File: src/include/fbp_pkg.sv
// Constants, state encoding and register struct for the flyback protection sequencer
package fbp_pkg;

  // Clock rate
  localparam int CLK_HZ = 50_000_000;

  // Startup interval with the higher shutdown threshold, in ms
  localparam int SD_STARTUP_MS = 1;
  localparam logic [15:0] SD_STARTUP_CYC_DEF = 16'(SD_STARTUP_MS * (CLK_HZ / 1000));

  // Shutdown debounce time, in us
  localparam int SD_DEBOUNCE_US = 400;
  localparam logic [15:0] SD_DEBOUNCE_CYC_DEF = 16'(SD_DEBOUNCE_US * (CLK_HZ / 1_000_000));

  // Current sense short window scale: window cycles = scale / (line level + 1)
  localparam logic [15:0] CS_WIN_SCALE_DEF = 16'h0400;

  // Consecutive short cycles tolerated before auto-restart
  localparam logic [1:0] CS_SHORT_LIMIT = 2'h2;

  // Diode short sequence: detected, then one further cycle running
  localparam logic [1:0] DIODE_SEEN = 2'h1;
  localparam logic [1:0] DIODE_LAST = 2'h2;

  // Bit positions of the asynchronous comparator inputs
  localparam int AN_W = 9;
  localparam int AN_SUP_ON = 0;
  localparam int AN_SUP_HV = 1;
  localparam int AN_SD_ST = 2;
  localparam int AN_SD_NORM = 3;
  localparam int AN_CS_LIM = 4;
  localparam int AN_CS_DIODE = 5;
  localparam int AN_CS_LOW = 6;
  localparam int AN_FB_HIGH = 7;
  localparam int AN_FB_LOW = 8;

  typedef enum logic [1:0] {ST_OFF, ST_RUN, ST_RESTART} fbp_state_t;

  typedef struct packed {
    fbp_state_t state;
    logic [AN_W-1:0] s1;
    logic [AN_W-1:0] s2;
    logic [AN_W-1:0] s3;
    logic [AN_W-1:0] filt;
    logic st_active;
    logic [15:0] st_cnt;
    logic sd_cont;
    logic sd_low;
    logic [15:0] sd_cnt;
    logic gate;
    logic [1:0] diode_cnt;
    logic [15:0] win_cnt;
    logic win_hit;
    logic win_bad;
    logic [1:0] short_cnt;
  } fbp_reg_t;

endpackage : fbp_pkg

File: src/hw/fbp_protect.sv
// Protection sequencer: shutdown sense, current limits, short detection, auto-restart
`timescale 1ns/10ps
module fbp_protect #(
  parameter logic [15:0] SD_STARTUP_CYC = fbp_pkg::SD_STARTUP_CYC_DEF,
  parameter logic [15:0] SD_DEBOUNCE_CYC = fbp_pkg::SD_DEBOUNCE_CYC_DEF,
  parameter logic [15:0] CS_WIN_SCALE = fbp_pkg::CS_WIN_SCALE_DEF
) (
  input wire logic CLK,
  input wire logic SYS_RST,
  input wire logic SUPPLY_AT_TURN_ON,
  input wire logic SUPPLY_AT_HV_STARTUP,
  input wire logic SD_BELOW_STARTUP_TH,
  input wire logic SD_BELOW_NORMAL_TH,
  input wire logic CS_AT_LIMIT,
  input wire logic CS_AT_DIODE_SHORT,
  input wire logic CS_BELOW_SHORT,
  input wire logic FB_ABOVE_BURST_HIGH,
  input wire logic FB_BELOW_BURST_LOW,
  input wire logic CYCLE_START,
  input wire logic GATE_DEMAND,
  input wire logic LEB_ACTIVE,
  input wire logic [7:0] LINE_LEVEL,
  output logic GATE_DRIVE,
  output logic AUTO_RESTART,
  output logic STARTUP_TH_SELECT
);

  fbp_pkg::fbp_reg_t r;
  fbp_pkg::fbp_reg_t next_r;

  logic run;
  logic sd_sample;
  logic sd_below;
  logic sd_fault;
  logic diode_fault;
  logic short_fault;
  logic fault_any;
  logic [15:0] win_len;
  logic [fbp_pkg::AN_W-1:0] an_in;
  logic [fbp_pkg::AN_W-1:0] agree;

  assign an_in = {FB_BELOW_BURST_LOW, FB_ABOVE_BURST_HIGH, CS_BELOW_SHORT, CS_AT_DIODE_SHORT,
                  CS_AT_LIMIT, SD_BELOW_NORMAL_TH, SD_BELOW_STARTUP_TH, SUPPLY_AT_HV_STARTUP,
                  SUPPLY_AT_TURN_ON};
  assign agree = ~(r.s2 ^ r.s3);
  assign run = (r.state == fbp_pkg::ST_RUN);
  assign sd_sample = run && (r.sd_cont || CYCLE_START);
  assign sd_below = r.st_active ? r.filt[fbp_pkg::AN_SD_ST] : r.filt[fbp_pkg::AN_SD_NORM];
  assign win_len = 16'(CS_WIN_SCALE / ({8'h00, LINE_LEVEL} + 16'h0001));
  assign sd_fault = run && r.sd_low && (r.sd_cnt == SD_DEBOUNCE_CYC - 16'h0001);
  assign diode_fault = run && CYCLE_START && (r.diode_cnt == fbp_pkg::DIODE_LAST);
  assign short_fault = run && CYCLE_START && r.win_hit && r.win_bad &&
                       (r.short_cnt == fbp_pkg::CS_SHORT_LIMIT);
  assign fault_any = sd_fault || diode_fault || short_fault;

  always_comb begin
    next_r = r;
    // Change counts once the second and third stages agree
    next_r.s1 = an_in;
    next_r.s2 = r.s1;
    next_r.s3 = r.s2;
    next_r.filt = (r.s2 & agree) | (r.filt & ~agree);

    // Mode holds inside the burst hysteresis band
    if (r.filt[fbp_pkg::AN_FB_LOW]) begin
      next_r.sd_cont = 1'b1;
    end else if (r.filt[fbp_pkg::AN_FB_HIGH]) begin
      next_r.sd_cont = 1'b0;
    end

    unique case (r.state)
      fbp_pkg::ST_OFF: begin
        if (r.filt[fbp_pkg::AN_SUP_ON]) begin
          next_r.state = fbp_pkg::ST_RUN;
        end
      end
      fbp_pkg::ST_RUN: begin
        if (fault_any) begin
          next_r.state = fbp_pkg::ST_RESTART;
        end
      end
      fbp_pkg::ST_RESTART: begin
        if (r.filt[fbp_pkg::AN_SUP_HV]) begin
          next_r.state = fbp_pkg::ST_OFF;
        end
      end
    endcase

    if (!run) begin
      next_r.st_active = 1'b1;
      next_r.st_cnt = 16'h0000;
      next_r.sd_low = 1'b0;
      next_r.sd_cnt = 16'h0000;
      next_r.gate = 1'b0;
      next_r.diode_cnt = 2'h0;
      next_r.win_cnt = 16'h0000;
      next_r.win_hit = 1'b0;
      next_r.win_bad = 1'b0;
      next_r.short_cnt = 2'h0;
    end else begin
      if (r.st_active) begin
        next_r.st_cnt = r.st_cnt + 16'h0001;
        if (r.st_cnt == SD_STARTUP_CYC - 16'h0001) begin
          next_r.st_active = 1'b0;
        end
      end

      if (sd_sample) begin
        next_r.sd_low = sd_below;
      end
      if (r.sd_low && r.sd_cnt != 16'hFFFF) begin
        next_r.sd_cnt = r.sd_cnt + 16'h0001;
      end else if (!r.sd_low) begin
        next_r.sd_cnt = 16'h0000;
      end

      if (r.filt[fbp_pkg::AN_CS_DIODE] && r.diode_cnt == 2'h0) begin
        next_r.diode_cnt = fbp_pkg::DIODE_SEEN;
      end
      if (CYCLE_START && r.diode_cnt == fbp_pkg::DIODE_SEEN) begin
        next_r.diode_cnt = fbp_pkg::DIODE_LAST;
      end

      if (r.gate && r.win_cnt != 16'h0000) begin
        next_r.win_cnt = r.win_cnt - 16'h0001;
        if (r.win_cnt == 16'h0001) begin
          next_r.win_hit = 1'b1;
          next_r.win_bad = r.filt[fbp_pkg::AN_CS_LOW];
        end
      end
      if (CYCLE_START) begin
        next_r.win_cnt = win_len;
        next_r.win_hit = 1'b0;
        next_r.win_bad = 1'b0;
        // Cycles whose window never closed leave the count as it was
        if (r.win_hit) begin
          next_r.short_cnt = r.win_bad ? r.short_cnt + 2'h1 : 2'h0;
        end
      end

      // Gate: any off condition beats a new cycle start
      if (fault_any) begin
        next_r.gate = 1'b0;
      end else if (r.filt[fbp_pkg::AN_CS_DIODE]) begin
        next_r.gate = 1'b0;
      end else if (r.filt[fbp_pkg::AN_CS_LIM] && !LEB_ACTIVE) begin
        next_r.gate = 1'b0;
      end else if (!GATE_DEMAND) begin
        next_r.gate = 1'b0;
      end else if (CYCLE_START) begin
        next_r.gate = 1'b1;
      end
    end
  end

  always_ff @(posedge CLK or posedge SYS_RST) begin
    if (SYS_RST) begin
      r <= '0;
      r.state <= fbp_pkg::ST_OFF;
      r.st_active <= 1'b1;
    end else begin
      r <= next_r;
    end
  end

  assign GATE_DRIVE = r.gate;
  assign AUTO_RESTART = (r.state == fbp_pkg::ST_RESTART);
  assign STARTUP_TH_SELECT = r.st_active;
endmodule : fbp_protect

File: config.mk
export PLATFORM = sky130hd
export DESIGN_NAME = fbp_protect
export DESIGN_NICKNAME = d
export VERILOG_FILES = /design/src/include/fbp_pkg.sv /design/src/hw/fbp_protect.sv
export SDC_FILE = /design/constraint.sdc
export NUM_CORES = 1
export LEC_CHECK = 0
export ABC_CLOCK_PERIOD_IN_PS = 3850
export BUFFER_PORTS_ARGS = -buffer_cell sky130_fd_sc_hd__clkbuf_2
export CAP_MARGIN = 20
export CORE_MARGIN = 5
export CORE_UTILIZATION = 45
export CTS_BUF_LIST = sky130_fd_sc_hd__clkbuf_8
export DETAILED_ROUTE_END_ITERATION = 6
export GPL_TIMING_DRIVEN = 0
export PLACE_DENSITY = 0.69
export SLEW_MARGIN = 20
export SYNTH_ARGS = -nofsm -noshare
export SYNTH_HDL_FRONTEND = slang
export SYNTH_SLANG_ARGS = --single-unit
File: constraint.sdc
create_clock -name CLK -period 3.85 [get_ports CLK]
set_input_delay 0.385 -clock CLK [delete_from_list [all_inputs] [get_ports CLK]]
set_output_delay 0.385 -clock CLK [all_outputs]
set_load 0.005 [all_outputs]
Yosys cells after proc, flatten, opt, wreduce, memory -nomap -nowiden:

Cells that the tools add are included.

* muxes and demuxes: 26
* bitwise gates (word level): 6
* reductions and logical operators: 24
* divide/modulo/power cells: 1
* add/subtract/negate cells: 5
* equal/unequal tests: 21

Operators by type and width (number)
* $mux W40: 1
* $mux W17: 2
* $add A16 B1 Y16 const B: 2
* $mux W16: 2
* $mux W20: 1
* $and A9 B9 Y9: 2
* $mux W18: 1
* $not A9 Y9: 2
* $div A11 B16 Y16 const A: 1
* $eq A16 B1 Y1 const B: 1
* $eq A16 B15 Y1 const B: 1
* $eq A16 B16 Y1 const B: 1
* $mux W2: 8
* $ne A16 B16 Y1 const B: 1
* $reduce_bool A16 Y1: 1
* $sub A16 B1 Y16 const B: 1
* $logic_and A1 B1 Y1: 13
* $mux W1: 10
* $add A8 B1 Y9 const B: 1
* $ne A3 B2 Y1 const B: 3
* $or A9 B9 Y9: 1
* $xor A9 B9 Y9: 1
* $ne A2 B2 Y1 const B: 4
* $eq A2 B2 Y1 const B: 3
* other kinds (12): 19

* bits of input ports: 22
* output and inout bits: 3
* register bits after elaboration: 96

Logic depth before layout (Yosys ltp):

* depth after elaboration: 8
* depth in mapped cells: 148
* depth with buffers taken out: 142

Worst setup path after synthesis:

Ideal clock, no wire load.

* path kind: input to register
* start: input LINE_LEVEL[2]
* end: register r[4] (netlist bit)
* buffers on the path: 9
* arrival: 27.104 ns
* data required time: 3.708 ns
* library setup time: 0.142 ns
* cell stages on the path: 136
* path slack: -23.396 ns
* cells stage by stage: buf_2 > nand3_1 > xor2_1 > nand2_1 > nor3_1 > ha_1 > a21o_1 > o21ai_0 > o31ai_1 > and2_1 > ha_1 > o211ai_1 > nand2_1 > nand2_1 > mux2_2 > ha_1 > or3_1 > o22a_1 > [100 not listed] > o21ai_0 > nand2b_1 > a21o_1 > a21oi_1 > inv_1 > a211o_1 > nor3_1 > and2_1 > buf_2 > o21ai_0 > ha_1 > a21o_1 > a21oi_1 > o21ai_0 > a211oi_1 > o211ai_1 > o41ai_1 > o311ai_1

* cells in the longest elaborated chain, start to end: 4

Ends and longest elaborated chain
* start, declared: line fbp_protect.sv:22 `input wire logic [7:0] LINE_LEVEL,`
* $add A8 B1 Y9: line fbp_protect.sv:49 `assign win_len = 16'(CS_WIN_SCALE / ({8'h00, LINE_LEVEL} + 16'h0001));`
* $div A11 B16 Y16: line fbp_protect.sv:49
* $mux W20: line fbp_protect.sv:131 `if (CYCLE_START) begin`
* $mux W40: line fbp_protect.sv:89 `if (!run) begin`
* end signal, assigned: line fbp_protect.sv:162 `r <= next_r;`
* end, declared: line fbp_protect.sv:28 `fbp_pkg::fbp_reg_t r;`

Every way passes these cells. The select of a mux whose other input is x is not followed.
A chain may end at the register's enable or synchronous reset.

Worst setup path after layout:

* start: input LINE_LEVEL[0]
* end: register r[4] (netlist bit)

Same word-level chain as after synthesis.

==> flow_summary.rst <==
.. list-table::
   :header-rows: 1

   * - Metric
     - Value
   * - Starting Density
     - 45.94%
   * - Weighted congestion at the end of routability-driven global placement
     - 0.8985
   * - Maximum net fanout on the critical path
     - 6
   * - Layout overhead on the synthesized area
     - 39.71%
   * - Synth top area share
     - 21.91%
   * - Placement Setup Slack
     - -25.92 ns
   * - Die height
     - 165.3 um
   * - Number of diodes
     - 0
   * - Final net count
     - 1741
   * - Max-slew violations
     - 0
   * - Worst-case register-to-register setup slack
     - ~0.80 ns
   * - Post-Syn Nets
     - 1472
   * - Clock period minus worst slack
     - 25.93 ns
   * - ANT nets after route
     - 0
   * - Width of the die
     - 165.3 um
   * - Class of the worst hold path
     - input port to asynchronous set/reset pin
   * - Final design instance area without fill
     - 15160 sq um
   * - Clk sinks
     - 96
   * - Failing checks
     - setup timing
   * - Hold violation total from the final report
     - 0
   * - Area inside the core boundary
     - 23610 sq um
   * - Library cell appearing most often on the critical path
     - sky130_fd_sc_hd__a21o_1
   * - Number of primary I/O pins
     - 25
   * - Number of synthesized register bits
     - 96
   * - Worst-path clk slew
     - about 0.1 ns
   * - TritonCTS buffer count
     - 9
   * - Site Rows
     - 56
   * - Total of buffers placed on input and output ports
     - 20
   * - Arrival time of data at the critical path endpoint
     - 26.16 ns
   * - Type of the setup path with the least slack
     - input port to register
   * - Number of global-route vias before repair
     - 11580
   * - Placed cell areas
     - 12070 sq um
   * - Sequential standard cell area
     - 2404 sq um
   * - Origin of the worst setup path
     - LINE_LEVEL[0]
   * - Number of iterations in the first detailed-routing pass
     - 5
   * - Number of flops mapped to enable cells by yosys
     - 0
   * - Gate Count Post-Synth
     - 1350
   * - Worst-Margin Slew
     - 1.082 ns
   * - Final-report setup violation count
     - 12
   * - Largest clock skew in the final design
     - 0.01333 ns
   * - Critical path launch point type
     - input port
   * - Routed vias/inst
     - 6.229
   * - Status
     - finished, violations left
   * - Total congestion overflow after global routing
     - 0
   * - Die area
     - 27310 sq um
   * - Slack of the critical path
     - -22.08 ns
   * - Crit end category
     - register
   * - Maximum clock insertion buffer count
     - 2
   * - Mean area per synthesized cell
     - 8.035 sq um
   * - Highest clock frequency the design can meet
     - about 39 MHz
   * - Average wire length per cell after detail routing
     - 19.46 um
   * - Ys async rst share
     - between 90% and 100%
   * - Wire length of the first global-routing pass
     - 57.76 mm
   * - CP max stage delay
     - 0.54 ns
   * - Most common library cells after synthesis
     - sky130_fd_sc_hd__nand2_1, sky130_fd_sc_hd__a21oi_1, sky130_fd_sc_hd__nor2_1, sky130_fd_sc_hd__ha_1, sky130_fd_sc_hd__dfrtp_1
   * - # Max-Cap Violations
     - 0
   * - Number of library cell types mapped by synthesis
     - slightly above 100
   * - R2R cell count
     - 11
   * - Final routed wirelength across all metal layers
     - 37.81 mm
   * - H-tree level count
     - 3
   * - Filler instances
     - between 1500 and 2000
   * - Number of antenna violations at the first check in global routing
     - 0
   * - Detailed Place HPWL
     - 23.20 mm
   * - Reg-to-reg critical path startpoint
     - r[4]$_DFFE_PP0P_
   * - CTS tree
     - yes
   * - Cell with the largest stage delay on the worst path
     - sky130_fd_sc_hd__or4_4
   * - DRC violations left
     - 0
   * - Hold-fix buffers, CTS
     - 0
   * - Worst r2r dst
     - r[13]$_DFFE_PP0P_
   * - Post-route clock period utilization
     - 673.5%
   * - Relative slew margins
     - ~28%
   * - Root buffer cell
     - sky130_fd_sc_hd__clkbuf_8
   * - Total number of vias
     - around 12000
   * - Cell type with the highest aggregate area in the netlist
     - sky130_fd_sc_hd__dfrtp_1
   * - DR iter-0 viols
     - 1231
   * - Pin count of the biggest net entering global routing
     - between 50 and 60
   * - Part of the Yosys area used for sequential elements
     - approximately 22%
   * - Total standard cell area after synthesis
     - 10850 sq um
   * - Dominant cell by count in the synthesized netlist
     - sky130_fd_sc_hd__nand2_1
   * - Top post-synthesis cells by area
     - sky130_fd_sc_hd__dfrtp_1, sky130_fd_sc_hd__ha_1, sky130_fd_sc_hd__a21oi_1
   * - Critical path required time
     - 4.08 ns
   * - Share of final-layout standard cells stronger than drive strength 1
     - 33.81%
   * - Unrepaired setup endpoints after global routing
     - yes
   * - Total global routing track utilization
     - 25.96%
   * - Latest clock arrival within the worst-skew pair
     - about 0.37 ns
   * - Primary FF master, synth
     - sky130_fd_sc_hd__dfrtp_1
   * - Total number of yosys warnings
     - 0
   * - Area of the multi-input gates
     - 9433 sq um
-- stage by stage --
stage | utilization, % | instances | hold slack (ns) | setup TNS (ns)
CTS | 62.32 | 1922 | 0.02255 | -125.57
detailed placement | 51.10 | 1692 | 0.3371 | -160.81
finish | 64.19 | 1943 | 0.01647 | -130.62
global route | 64.19 | 1943 | 0.03424 | -137.16
floorplan | - | 1350 | 0.3312 | -120.61
global placement | 50.77 | 1689 | 0.3330 | -165.06
-- cell usage in the layout (no fill, tap or decap), drive strengths merged, types with 11 or more instances in the layout --
master  netlist  layout
buf          18     263
nand2       121     121
nor2        114     114
a21oi       114     114
ha          100     100
dfrtp        95      95
o21ai        88      88
xnor2        61      61
clkbuf       29      52
inv          46      48
a21o         42      42
xor2         39      39
nand3        38      38
nor3         32      32
and2         27      27
nand4        24      24
mux2         24      24
nand2b       21      21
nor2b        21      21
a211oi       19      19
o21bai       18      18
o211ai       18      18
o21a         17      17
nor4         14      14
or3          14      14
and3         13      13
o211a        12      12
o22ai        12      12
nor3b        11      11
a31oi        11      11
-- state kept, by name, indices dropped and copies added (netlist names), named ones only --
register / count
GATE_DRIVE: 1
next_r: 18
STARTUP_TH_SELECT: 1
r: 67
-- final cells by class --
class	count	area share [%]
clock buffer	10	0.9081
timing repair buffer	260	14.08
tap	319	2.634
buffer	45	2.683
inverter	46	1.172
multi-input combinational	1161	62.24
sequential	96	15.86
clock inverter	6	0.4293
-- critical path: cells and delay by family --
kind / cells / cell delay (ns)
compound gates: 71 / 12.31
mux: 4 / 1.27
buf+inv: 13 / 1.85
simple gates: 40 / 6.46
fa+ha+maj: 15 / 3.80
-- layer usage --
metal,routed length [um],GRT usage (%),vias up
met5,0,0,-
met4,2044,10.93,0
met3,3224,5.212,184
met2,17130,41.98,606
met1,15410,33.83,5766
li1,-,-,5547
-- cells by family after synthesis --
group | synth area share (%)
AO/OA/AOI/OAI | 26.60
XOR/XNOR | 8.143
adder cells (fa/ha/maj) | 12.36
buffers and inverters | 3.576
flip-flops | 22.16
multiplexers | 3.587
AND/OR/NAND/NOR | 23.58
-- worst max-delay path by stage --
stage,end,slack (ns),cells after the start
finish,r[4]$_DFFE_PP0P_,-22.08,143
global route,r[4]$_DFFE_PP0P_,-23.38,143
CTS,r[4]$_DFFE_PP0P_,-21.24,143
detailed placement,r[4]$_DFFE_PP0P_,-25.92,137
global placement,r[4]$_DFFE_PP0P_,-25.78,137
floorplan,r[4]$_DFFE_PP0P_,-20.89,139
-- timing repair --
| item | 4_1_cts | 5_1_grt |
|---|---|---|
| setup buffers | 215 | 50 |
| resized for setup | 169 | 88 |
| cloned | 1 | 0 |
| pin swaps | 123 | 110 |
| endpoints found under the setup margin | 13 | 12 |
Power is not shown: default switching activity piles up to over one toggle a cycle in this logic, so the estimate is an artifact.
